$ cat src/hdl/fsr_params.svh
`ifndef FSR_PARAMS_SVH
`define FSR_PARAMS_SVH
// Clock rate in kHz
`define FSR_CLK_KHZ           20000
// Reset pulse least width, ns
`define FSR_RST_LOW_NS        500
// Reset completion time, us
`define FSR_RST_DONE_US       20
// Wake-up time after reset release, ns
`define FSR_WAKE_NS           1000
// Strobe phase lengths in cycles
`define FSR_SETUP_CYC         2
`define FSR_STROBE_CYC        3
`define FSR_HOLD_CYC          2
// Derived cycle counts, rounded up
`define FSR_RST_LOW_CYC  ((`FSR_RST_LOW_NS * `FSR_CLK_KHZ + 999999) / 1000000)
`define FSR_RST_DONE_CYC ((`FSR_RST_DONE_US * `FSR_CLK_KHZ + 999) / 1000)
`define FSR_WAKE_CYC     ((`FSR_WAKE_NS * `FSR_CLK_KHZ + 999999) / 1000000)
// Status bit positions
`define FSR_BIT_POLL          7
`define FSR_BIT_TOGGLE        6
`define FSR_BIT_FAIL          5
`define FSR_BIT_WINDOW        3
`define FSR_BIT_SECTOR        2
// Command codes on the user port
`define FSR_CMD_READ          2'h0
`define FSR_CMD_WRITE         2'h1
`define FSR_CMD_POLL          2'h2
`define FSR_CMD_RESET         2'h3
`endif

$ cat src/hdl/fsr_pkg.sv
package fsr_pkg;
  typedef struct packed {
    logic [1:0]  cmd;
    logic [19:0] addr;
    logic [7:0]  data;
  } fsr_req_t;

  typedef struct packed {
    logic       toggling;
    logic       sector_toggling;
    logic       fail;
    logic       window_closed;
    logic       busy;
    logic [7:0] data;
  } fsr_rsp_t;
endpackage

$ cat src/hdl/fsr_host.sv
`include "fsr_params.svh"
module fsr_host #(
  parameter int RST_DONE_CYC = `FSR_RST_DONE_CYC,
  parameter int WAKE_CYC     = `FSR_WAKE_CYC
) (
  input  wire logic             i_core_clk,
  input  wire logic             i_nrst,
  // User side
  input  wire logic             i_req_valid,
  input  wire fsr_pkg::fsr_req_t i_req,
  output logic                  o_req_ready,
  output logic                  o_rsp_valid,
  output fsr_pkg::fsr_rsp_t     o_rsp,
  // Flash pins
  output logic [19:0]           o_addr,
  input  wire logic [7:0]       i_dq,
  output logic [7:0]            o_dq,
  output logic                  o_dq_oe,
  output logic                  o_ce_n,
  output logic                  o_oe_n,
  output logic                  o_we_n,
  output logic                  o_reset_n,
  input  wire logic             i_ready_busy_n_output
);
  localparam int RST_LOW_CYC = `FSR_RST_LOW_CYC;
  localparam int CW = 16;

  // Elaboration check: counts must fit the counter and cover the pulse minimum
  if (RST_DONE_CYC < RST_LOW_CYC || RST_DONE_CYC >= (1 << CW) || WAKE_CYC < 1 ||
      WAKE_CYC >= (1 << CW)) begin : g_bad_counts
    $error("fsr_host: reset counts out of range");
  end

  typedef enum logic [3:0] {
    FSR_IDLE, FSR_SETUP, FSR_STROBE, FSR_HOLD, FSR_GAP, FSR_RST_LOW, FSR_WAKE
  } fsr_state_t;

  // ------------------------------------------------------------
  // Pin synchronisers
  // ------------------------------------------------------------
  logic [7:0] dq_s;
  logic       rb_n_s;

  fsr_sync #(.WIDTH(9)) u_sync (
    .i_core_clk (i_core_clk),
    .i_nrst     (i_nrst),
    .i_async    ({i_ready_busy_n_output, i_dq}),
    .o_sync     ({rb_n_s, dq_s})
  );

  // ------------------------------------------------------------
  // Sequencer
  // ------------------------------------------------------------
  fsr_state_t        state;
  fsr_state_t        next_state;
  logic [CW-1:0]     cnt;
  logic [CW-1:0]     next_cnt;
  fsr_pkg::fsr_req_t cur;
  fsr_pkg::fsr_req_t next_cur;
  logic [7:0]        first;
  logic [7:0]        next_first;
  logic              second;
  logic              next_second;
  logic              rsp_valid;
  logic              next_rsp_valid;
  fsr_pkg::fsr_rsp_t rsp;
  fsr_pkg::fsr_rsp_t next_rsp;
  logic              rst_n;
  logic              next_rst_n;

  // Cycle count to counter load: count minus one, cast to the counter width
  function automatic logic [CW-1:0] cyc(input int n);
    cyc = CW'(n - 1);
  endfunction

  // Two reads differ in a bit only while that bit is toggling
  function automatic logic differs(input logic [7:0] a, input logic [7:0] b, input int pos);
    differs = a[pos] ^ b[pos];
  endfunction

  always_comb begin
    next_state     = state;
    next_cnt       = cnt;
    next_cur       = cur;
    next_first     = first;
    next_second    = second;
    next_rsp_valid = 1'b0;
    next_rsp       = rsp;
    next_rst_n     = rst_n;
    unique case (state)
      FSR_IDLE: begin
        if (i_req_valid) begin
          next_cur    = i_req;
          next_second = 1'b0;
          if (i_req.cmd == `FSR_CMD_RESET) begin
            next_rst_n  = 1'b0;
            next_cnt    = cyc(RST_DONE_CYC);
            next_state  = FSR_RST_LOW;
          end else begin
            next_cnt   = cyc(`FSR_SETUP_CYC);
            next_state = FSR_SETUP;
          end
        end
      end
      FSR_SETUP: begin
        if (cnt == '0) begin
          next_cnt   = cyc(`FSR_STROBE_CYC);
          next_state = FSR_STROBE;
        end else begin
          next_cnt = cnt - 1'b1;
        end
      end
      FSR_STROBE: begin
        if (cnt == '0) begin
          next_cnt   = cyc(`FSR_HOLD_CYC);
          next_state = FSR_HOLD;
        end else begin
          next_cnt = cnt - 1'b1;
        end
      end
      FSR_HOLD: begin
        if (cnt == '0) begin
          next_state = FSR_IDLE;
          if (cur.cmd == `FSR_CMD_WRITE) begin
            // Status sent after the rising write strobe; busy is the pin as sampled at the edge that raised it
            next_rsp_valid = 1'b1;
            next_rsp.busy  = ~rb_n_s;
            next_rsp.data  = cur.data;
          end else if (cur.cmd == `FSR_CMD_POLL && !second) begin
            // Second full strobe cycle advances toggle bits
            next_first  = dq_s;
            next_second = 1'b1;
            next_cnt    = cyc(`FSR_SETUP_CYC);
            next_state  = FSR_GAP;
          end else begin
            next_rsp_valid             = 1'b1;
            next_rsp.data              = dq_s;
            next_rsp.toggling          = (cur.cmd == `FSR_CMD_POLL) &&
                                         differs(first, dq_s, `FSR_BIT_TOGGLE);
            // Sector toggle shows erasing or suspended sector
            next_rsp.sector_toggling   = (cur.cmd == `FSR_CMD_POLL) &&
                                         differs(first, dq_s, `FSR_BIT_SECTOR);
            // Failure seen only while still toggling
            next_rsp.fail              = next_rsp.toggling && dq_s[`FSR_BIT_FAIL];
            next_rsp.window_closed     = dq_s[`FSR_BIT_WINDOW];
            next_rsp.busy              = ~rb_n_s;
          end
        end else begin
          next_cnt = cnt - 1'b1;
        end
      end
      FSR_GAP: begin
        // Chip select released between the two status reads
        if (cnt == '0) begin
          next_cnt   = cyc(`FSR_SETUP_CYC);
          next_state = FSR_SETUP;
        end else begin
          next_cnt = cnt - 1'b1;
        end
      end
      FSR_RST_LOW: begin
        // Hold reset through the abort time
        if (cnt == '0) begin
          next_rst_n = 1'b1;
          next_cnt   = cyc(WAKE_CYC);
          next_state = FSR_WAKE;
        end else begin
          next_cnt = cnt - 1'b1;
        end
      end
      FSR_WAKE: begin
        // No read before wake-up time has passed
        if (cnt == '0) begin
          next_rsp_valid = 1'b1;
          next_rsp       = '0;
          next_rsp.busy  = ~rb_n_s;
          next_state     = FSR_IDLE;
        end else begin
          next_cnt = cnt - 1'b1;
        end
      end
      default: next_state = FSR_IDLE;
    endcase
  end

  always_ff @(posedge i_core_clk or negedge i_nrst) begin
    if (!i_nrst) begin
      state     <= FSR_IDLE;
      cnt       <= '0;
      cur       <= '0;
      first     <= '0;
      second    <= 1'b0;
      rsp_valid <= 1'b0;
      rsp       <= '0;
      rst_n     <= 1'b1;
    end else begin
      state     <= next_state;
      cnt       <= next_cnt;
      cur       <= next_cur;
      first     <= next_first;
      second    <= next_second;
      rsp_valid <= next_rsp_valid;
      rsp       <= next_rsp;
      rst_n     <= next_rst_n;
    end
  end

  // ------------------------------------------------------------
  // Pin drive
  // ------------------------------------------------------------
  logic active;
  logic is_wr;

  // Strobes follow state; write data driven only in write cycles
  always_comb begin
    active    = (state == FSR_SETUP) || (state == FSR_STROBE) || (state == FSR_HOLD);
    is_wr     = (cur.cmd == `FSR_CMD_WRITE);
    o_ce_n    = ~active;
    o_oe_n    = ~(active && !is_wr && state != FSR_SETUP);
    o_we_n    = ~(state == FSR_STROBE && is_wr);
    // Never drive the bus around reset
    o_dq_oe   = active && is_wr && rst_n;
    o_dq      = cur.data;
    o_addr    = cur.addr;
    o_reset_n = rst_n;
  end

  assign o_req_ready = (state == FSR_IDLE);
  assign o_rsp_valid = rsp_valid;
  assign o_rsp       = rsp;
endmodule

$ cat src/hdl/fsr_sync.sv
module fsr_sync #(
  parameter int WIDTH = 1
) (
  input  wire logic             i_core_clk,
  input  wire logic             i_nrst,
  input  wire logic [WIDTH-1:0] i_async,
  output logic      [WIDTH-1:0] o_sync
);
  logic [WIDTH-1:0] meta;
  logic [WIDTH-1:0] next_meta;
  logic [WIDTH-1:0] next_sync;

  // Two-stage synchroniser; first stage feeds only the second
  always_comb begin
    next_meta = i_async;
    next_sync = meta;
  end

  always_ff @(posedge i_core_clk or negedge i_nrst) begin
    if (!i_nrst) begin
      meta   <= '0;
      o_sync <= '0;
    end else begin
      meta   <= next_meta;
      o_sync <= next_sync;
    end
  end
endmodule

$ cat config.mk
export PLATFORM = sky130hd
export DESIGN_NAME = fsr_host
export DESIGN_NICKNAME = d
export VERILOG_FILES = /design/src/hdl/fsr_pkg.sv /design/src/hdl/fsr_host.sv /design/src/hdl/fsr_sync.sv
export VERILOG_INCLUDE_DIRS = /design/src /design/src/hdl
export SDC_FILE = /design/constraint.sdc
export NUM_CORES = 1
export LEC_CHECK = 0
export BUFFER_PORTS_ARGS = -buffer_cell sky130_fd_sc_hd__buf_4
export CORE_ASPECT_RATIO = 1.2
export CORE_UTILIZATION = 54
export DETAILED_ROUTE_END_ITERATION = 8
export GPL_ROUTABILITY_DRIVEN = 1
export GPL_TIMING_DRIVEN = 1
export PLACE_DENSITY = 0.79
export SYNTH_ARGS = -nofsm -noshare
export SYNTH_HDL_FRONTEND = slang
export SYNTH_SLANG_ARGS = --single-unit
$ cat constraint.sdc
create_clock -name i_core_clk -period 2.6 [get_ports i_core_clk]
set_input_delay 0.13 -clock i_core_clk [delete_from_list [all_inputs] [get_ports i_core_clk]]
set_output_delay 0.13 -clock i_core_clk [all_outputs]
set_load 0.005 [all_outputs]
## Word level (Yosys, flattened, before mapping)

Index checks and enable logic that the tools add are counted.

- Add/subtract/negate cells: 1
- Equality and inequality tests: 25
- Mux-type cells: 41
- Bitwise logic cells: 7
- Reduce and logical (&&, ||, !) cells: 28

Operators with widths:

| operator | count |
|---|---|
| $mux W16 | 8 |
| $pmux W16 S6 | 1 |
| $mux W13 | 3 |
| $mux W4 | 8 |
| $pmux W4 S7 | 1 |
| $pmux W13 S2 | 1 |
| $ne A2 B2 Y1 const B | 11 |
| $mux W9 | 2 |
| $logic_not A16 Y1 | 1 |
| $sub A16 B1 Y16 const B | 1 |
| $reduce_and A5 Y1 | 3 |
| $eq A4 B3 Y1 const B | 3 |
| $reduce_and A4 Y1 | 3 |
| $mux W1 | 11 |
| $logic_and A1 B1 Y1 | 9 |
| $mux W3 | 3 |
| $ne A3 B3 Y1 const B | 3 |
| $eq A4 B2 Y1 const B | 2 |
| $reduce_and A7 Y1 | 1 |
| $pmux W1 S2 | 3 |
| $reduce_bool A2 Y1 | 3 |
| $reduce_bool A6 Y1 | 1 |
| $not A1 Y1 | 5 |
| $eq A2 B2 Y1 const B | 2 |
| 10 further kinds | 13 |

- Register bits after elaboration: 91
- Bits of input ports: 42

## Longest topological paths before layout

Gate-level depths: netlist of run 1.

- Word-level depth: 7
- Depth in mapped cells: 10
- Depth with buffers taken out: 7

## Modules after synthesis

Synthesis of run 1 repeated with hierarchy kept, for this count alone.

- Cells, all modules: 381
- Area total of the unflattened synthesis: 4031.4 µm²

By module, submodules not included:

| module | instances | cells an instance | area an instance (µm²) |
|---|---|---|---|
| fsr_host | 1 | 363 | 3580.9 |
| fsr_sync | 1 | 18 | 450.4 |

## Worst setup path before layout of run 1

No wires, ideal clock.

- Kind: flip-flop to flip-flop
- Start: reg cnt[0]
- End: reg cnt[2]
- Library setup time: 122 ps
- Arrival: 2013 ps
- Slack: 465 ps
- Stages on the path, launching flop included: 10
- Path buffers: 2
- Period minus slack after synthesis: 2135 ps
- Path through: dfrtp_1 -> clkbuf_1 -> inv_1 -> ha_1 -> nor4b_4 -> nand4_4 -> and2_4 -> buf_6 -> or3b_1 -> a32o_1

- Word-level cells in the longest chain between the ends: 3

Ends and longest elaborated chain:

| element | RTL line | RTL |
|---|---|---|
| start: declaration | fsr_host.sv:56 | `logic [CW-1:0] cnt;` |
| start signal: assignment | fsr_host.sv:198 | `cnt <= next_cnt;` |
| $sub A16 B1 Y16 / $logic_not A16 Y1 (equally long branches) | -- |  |
| $mux W16, or another cell as far along | fsr_host.sv:173 | `if (cnt == '0) begin` |
| $pmux W16 S6 / $reduce_and A5 Y1 (equally long branches) | -- |  |

Parallel ways exist; a longest one is shown, timed or not. The select of a mux whose other input is x is not followed.
A chain may end at the register's enable or synchronous reset.

## Final worst setup path of run 1

- Start: reg cnt[0]
- End: reg rsp, in the netlist o_rsp[9]

- Word-level cells in the longest chain between the ends: 3

Ends and longest elaborated chain:

| element | RTL line | RTL |
|---|---|---|
| $logic_not A16 Y1 * | fsr_host.sv:122, fsr_host.sv:173 |  |
| $ne A2 B2 Y1 (no source line) | -- |  |
| $reduce_and A5 Y1 (no source line) * | -- |  |
| end signal: assignment | fsr_host.sv:203 | `rsp <= next_rsp;` |
| end: declaration | fsr_host.sv:66 | `fsr_pkg::fsr_rsp_t rsp;` |

Mark *: on every way between the ends. The rest lies on a longest branch, timed or not.

==> results of run 1 <==
==> flip-flops by register name, summed over array words and instances (netlist names), 2 cells and up <==
register       flops
o_addr            20
cnt               16
o_rsp             13
u_sync.meta        9
u_sync.o_sync      9
o_dq               8
state              3
cur                2
first              2
==> report_power, final <==
part	leakage, nW	internal, W	switching, W	total, W
clock	0.0982	0.000370	0.000531	0.000902
sequential	1.07	0.00133	0.00000489	0.00134
combinational	1.34	0.0000792	0.0000455	0.000125
total	2.51	0.00178	0.000582	0.00237
==> worst max-delay path: cells and delay by family (launching register included) <==
family / cells / cell delay [ns]
compound gates: 1 / 0.34
fa+ha+maj: 1 / 0.16
buf+inv: 2 / 0.36
flops: 1 / 0.47
simple gates: 3 / 0.92
==> synthesized netlist by cell type, drive strengths merged, types with 2 or more instances <==
cell type	instances
clkbuf	10
or4	2
nor2b	2
nor2	12
inv	9
o31ai	9
o41ai	2
a21o	3
mux2	34
nand2	25
xnor2	3
a22o	5
nand3	8
o211ai	2
ha	2
nor3b	3
buf	36
a21oi	15
a31oi	6
dfrtp	84
o21ai	19
and2	6
nand2b	5
a31o	4
mux2i	8
nor3	11
nor4	2
nand4	2
a41oi	2
==> stage by stage <==
step	power, W	std cells
global placement	0.00144	479
floorplan	0.00137	341
detailed placement	0.00145	479
CTS	0.00239	533
finish	0.00237	533
global route	0.00246	533
==> worst min-delay path by stage <==
stage	startpoint	endpoint	slack (ns)	cells past startpoint
after floorplan	i_nrst	cnt[0]	-0.17	0
after global routing	i_req[28]	cur[28]	0.03	2
after detailed placement	i_dq[6]	u_sync.meta[6]	0.24	1
after CTS	i_req[28]	cur[28]	0.02	2
after global placement	i_dq[4]	u_sync.meta[4]	0.24	1
final	i_req[28]	cur[28]	0.04	2
==> per-layer routing <==
layer,up-vias,track usage [%]
met5,-,0
met4,0,11.5
met3,16,4.88
met2,77,41.2
met1,1409,28.8
li1,1392,-
==> cells by family after synthesis <==
kind of cell,synth area share [%]
AOI/OAI and AO/OA,12.3
xor gates and xnor gates,0.668
buffers and inverters,8.39
adders and majority gates,0.636
muxes,11.8
DFF,54.1
and+or+nand+nor,12.1
==> layout by cell type, fill, tap and decap left out, drive strengths merged, types with 3 or more instances in the layout <==
cell type,synthesis,final
a21o,3,3
a21oi,15,15
a22o,5,5
a31o,4,4
a31oi,6,6
and2,6,6
buf,36,97
clkbuf,10,9
dfrtp,84,84
dlygate4sd3,0,38
inv,9,14
mux2,34,34
mux2i,8,8
nand2,25,25
nand2b,5,5
nand3,8,8
nor2,12,12
nor3,11,11
nor3b,3,3
o21ai,19,19
o31ai,9,9
xnor2,3,3
==> area by class of cell <==
| class | count | area, µm² | share of cell area (%) |
|---|---|---|---|
| clock buffer | 9 | 124 | 2.45 |
| timing repair buffer | 135 | 1110 | 22.0 |
| multi-input combinational | 201 | 1480 | 29.3 |
| clock inverter | 7 | 65.1 | 1.29 |
| inverter | 9 | 33.8 | 0.669 |
| tap | 87 | 109 | 2.16 |
| sequential | 85 | 2130 | 42.2 |
==> summary.txt, run 1 <==
Yosys
  • Ys Warns: 0
  • Main area contributors after synthesis: dfrtp_1 53%, mux2_2 9.2%, buf_4 5.5%, nand2_1 2.4%, o21ai_0 2.3%
  • Post-Synthesis Cells: 341
  • Post-synth EDFFs: 0
  • Area leader, netlist: dfrtp_1
  • Synth top area share: a little over half
  • Sequential element share of the synthesized area: 54.1%
  • Syn_nets: 385
  • Post-synthesis cell area: 3940 µm²
  • Register bit total from synthesis: 85
  • Ys async rst share: 100%
  • Distinct cells, synth: 50
  • Synth Area per Inst: roughly 12 µm²
  • Main flop type after synthesis: dfrtp_1

Global route
  • Total GRT Usage: between 20% and 30%
  • GRT Residual Overflow: 0
  • Global-route wire length before repair: ~14 mm
  • Initial antenna violation count: 0
  • Largest net degree at the start of global routing: 86
  • Vias in the first global route: between 2000 and 3000

Timing
  • Slew at the pin closest to its max-slew limit: between 1 and 1.5 ns
  • Unrepaired setup endpoints after global routing: false
  • Period utilization: 90.5%
  • Relative slew slack: between 30% and 40%
  • Setup violators final: 0
  • Setup WS post-layout: about 0.25 ns
  • Crit path time final: around 2.4 ns
  • Final clock skew: approximately 0.0062 ns
  • Fin Setup TNS: 0 ns
  • Pins Over Slew Limit: 0
  • Fin. Hold Viols: 0
  • Final hold slack: ~0.035 ns
  • FMAX: ~0.42 GHz

Routing
  • DR WL met2: 4.27 mm
  • ANT nets after route: 0
  • M1 WL: about 3.4 mm
  • Final wirelength: approximately 8.2 mm
  • Drc violations: 0
  • Drt first pass iters: 4
  • Routed len/inst: around 15 µm
  • Met3 wire len: about 420 µm
  • Top routing layer in use: met4
  • Iter 0 DRT Violations: just under 200
  • Vias/cell: between 5 and 6
  • Total number of vias: 2894

Worst setup path
  • Worst Reg2Reg Path Length in Cells: 7
  • Critical Path Sink: o_rsp[9]
  • Worst setup path startpoint: cnt[0]
  • Max stage delay cell, worst path: dfrtp_1
  • Crit Path Class: reg2reg
  • Worst path required time: 2.85 ns
  • Largest stage delay, worst path: roughly 0.47 ns
  • RR Startpoint: cnt[0]
  • Worst setup SP type: flip-flop
  • Crit-path cells: inv_1, ha_1, nor4b_4, and4_1, nand3_1, buf_4, o41ai_1
  • Critical path arrival: 2.61 ns
  • Max FO, Critical Path: 22
  • R2R Path End: o_rsp[9]
  • Flop2flop setup slack: approximately 0.25 ns
  • Crit. End Element: flip-flop

Clock network
  • Clock buffer depth: 2
  • Root Driver: clkbuf_8
  • Post-CTS setup buffer count: 0
  • Cts hold-fix bufs: 38
  • H-tree levels: 3
  • Post-CTS sizing: 0
  • CTS tree: built
  • Clock-pin slew on the worst setup and hold paths: roughly 0.09 ns
  • CTS Sinks: 85
  • Worst skew pair latency: about 0.37 ns
  • CTS Buf Count: 9

Floorplanning
  • Die W: between 70 and 80 µm
  • Die area: about 7600 µm²
  • IO Count: 90
  • Die H: 95.5 µm
  • Std cell rows: 33
  • Starting Density: 56.7%
  • Core ar.: 6940 µm²

Finish
  • # nets final: about 490
  • P&R area growth vs syn: 28.2%
  • Antenna diode count: 0
  • Fillers: between 400 and 500
  • Layout cells sized above 1: ~36%
  • Final Cell Area: 5050 µm²
  • Util after Layout: about 73%

Place
  • Gp weighted congestion: around 0.88
  • Post-DP Area: 4480 µm²
  • Dpl ws: around 0.26 ns
  • Detailed Place HPWL: 5.34 mm
  • IO buf count: 89

Run
  • Max capacitance violation total: 0

Power and ir drop
  • Pwr dens: roughly 470 nW/µm²
  • Maximum vdd drop: between 0.4 and 0.5 mV
  • Pleak: 2.51 nW

Status
  • Outcome: completed

Worst hold path
  • Min-delay worst type: in2reg
Note: power is estimated with default switching activity, not from simulation.
==> run 2, diff against run 1 <==
--- a/config.mk
+++ b/config.mk
@@ -8,11 +8,11 @@
 export LEC_CHECK = 0
 export BUFFER_PORTS_ARGS = -buffer_cell sky130_fd_sc_hd__buf_4
 export CORE_ASPECT_RATIO = 1.2
-export CORE_UTILIZATION = 54
+export CORE_UTILIZATION = 38
 export DETAILED_ROUTE_END_ITERATION = 8
 export GPL_ROUTABILITY_DRIVEN = 1
 export GPL_TIMING_DRIVEN = 1
-export PLACE_DENSITY = 0.79
+export PLACE_DENSITY = 0.59
 export SYNTH_ARGS = -nofsm -noshare
 export SYNTH_HDL_FRONTEND = slang
 export SYNTH_SLANG_ARGS = --single-unit
==> run 2 against run 1 <==
  * Critical endpoint unchanged
  * Non-clock buffer count fell by 26
  * Sequential cell count did not move
  * Sequential power about the same
  * Die area increased by 41%
  * Largest power group unchanged
==> summary.txt, run 2 (synthesis results as in run 1) <==
Floorplanning
  • Die H: around 110 µm
  • Starting Density: between 30% and 40%
  • Die W: roughly 95 µm
  • Core ar.: 10100 µm²
  • Std cell rows: 40
  • IO Count: 90
  • Die area: about 11000 µm²

Global route
  • Initial antenna violation count: 0
  • Met2 Resource Use GR: around a quarter
  • Gr busiest metal: met2
  • GR Layer Usage met1: between 20% and 30%
  • Global-route wire length before repair: around 14 mm
  • Total GRT Usage: between 10% and 20%
  • Vias in the first global route: 2833
  • GRT Residual Overflow: 0
  • Largest net degree at the start of global routing: 86
  • Met3 usage: about 4.1%

Worst hold path
  • WHS Path Cells: 2
  • Worst Hold End: o_addr[5]
  • Min-delay worst type: in2reg
  • Hold path start: i_req[13]

Place
  • IO buf count: between 80 and 90
  • Detailed Place HPWL: 5.59 mm
  • Gp weighted congestion: approximately 0.81
  • Post-DP Area: 4570 µm²

Clock network
  • CTS Sinks: 85
  • CTS tree: built
  • Clock-pin slew on the worst setup and hold paths: approximately 0.07 ns
  • Clock buffer depth: 2
  • H-tree levels: 3
  • Root Driver: clkbuf_16
  • Worst skew pair latency: around 0.34 ns
  • Post-CTS sizing: 0
  • CTS Buf Count: 9

Worst setup path
  • Critical path arrival: 2.52 ns
  • Flop2flop setup slack: between 0.3 and 0.4 ns
  • R2R Path End: o_rsp[9]
  • Crit. End Element: flip-flop
  • Largest stage delay, worst path: about 0.47 ns
  • Crit-path cells: inv_1, ha_1, nor4b_4, and4_1, nand3_1, buf_4, o41ai_1
  • Max stage delay cell, worst path: and4_1
  • Max FO, Critical Path: 22
  • Crit Path Class: reg2reg
  • Worst path required time: around 2.8 ns
  • RR Startpoint: cnt[0]
  • Worst Reg2Reg Path Length in Cells: 7
  • Worst setup SP type: flip-flop

Timing
  • Fin. Hold Viols: 0
  • FMAX: between 0.4 and 0.5 GHz
  • Fin Setup TNS: 0 ns
  • Unrepaired setup endpoints after global routing: false
  • Period utilization: 88.0%
  • Relative slew slack: 68.9%
  • Crit path time final: ~2.3 ns
  • Setup violators final: 0
  • Final clock skew: slightly above 0.006 ns
  • Pins Over Slew Limit: 0
  • Slew at the pin closest to its max-slew limit: 0.463 ns

Power and ir drop
  • Pleak: about 2.5 nW
  • Pwr dens: about 550 nW/µm²
  • Maximum vdd drop: around 0.35 mV

Routing
  • Total number of vias: approximately 2800
  • ANT nets after route: 0
  • Final wirelength: just over 8 mm
  • Iter 0 DRT Violations: around 170
  • Drc violations: 0
  • Vias/cell: 5.12
  • Routed len/inst: around 15 µm
  • Drt first pass iters: 4

Finish
  • P&R area growth vs syn: 26.8%
  • Fillers: about 900
  • # nets final: between 400 and 500
  • Commonest non-fill, non-tap cell in the layout: buf_4
  • Final Cell Area: roughly 5000 µm²
  • Most frequent cells in the layout: 95 x buf_4, 84 x dfrtp_1, 32 x mux2_2
  • Layout cells sized above 1: approximately two fifths
  • Max reg flops: 20
  • Antenna diode count: 0

Run
  • Max capacitance violation total: 0

Status
  • Outcome: completed
run 2: final cells by class:
class	instances	area, µm²	area share (%)
Clock inverter	7	82.6	1.65
Multi-Input combinational cell	201	1480	29.6
Inverter	9	33.8	0.677
Sequential cell	85	2130	42.7
Clock buffer	9	225	4.51
Tap cell	126	158	3.16
Timing Repair Buffer	109	883	17.7
run 2: worst max path at each step:
stage / from / to / slack [ns]
final: cnt[0] / o_rsp[9] / 0.31
after global routing: cnt[0] / o_rsp[9] / 0.08
after CTS: cnt[0] / o_rsp[9] / 0.31
after detailed placement: cnt[0] / o_rsp[9] / 0.33
after global placement: cnt[0] / o_rsp[12] / 0.42
after floorplan: cnt[0] / cnt[2] / 0.47
run 2: what timing repair did:
action | 4_1_cts | 5_1_grt
hold buffers | 11 | 0
setup buffers | 0 | 0
hold endpoints to repair | 94 | 0
run 2: per-layer routing:
metal	routed length (µm)	up-vias
met5	0	-
met4	62	0
met3	446	4
met2	4000	65
met1	3570	1389
li1	-	1339
run 2: power breakdown:
group | internal, W | switching [W]
sequential | 0.00134 | 0.00000489
clock | 0.000759 | 0.000551
combinational | 0.0000559 | 0.0000396
run 2: worst max-delay path: cells and delay by family, from the launching register on:
kind	cells	cell delay [ns]
flip-flops	1	0.45
AO/OA/AOI/OAI	1	0.32
buffers and inverters	2	0.34
AND/OR/NAND/NOR	3	0.92
adder cells (fa/ha/maj)	1	0.14
run 2: per-stage QoR:
stage | utilization (%) | hold slack, ns | setup slack [ns] | total power [W] | std cells
detailed placement | 45.4 | 0.203 | 0.334 | 0.00145 | 519
global placement | 45.4 | 0.207 | 0.416 | 0.00145 | 519
global route | 49.6 | 0.00662 | 0.0814 | 0.00286 | 546
floorplan | - | -0.166 | 0.465 | 0.00137 | 341
CTS | 49.6 | 0.00215 | 0.312 | 0.00279 | 546
finish | 49.6 | 0.00975 | 0.312 | 0.00275 | 546
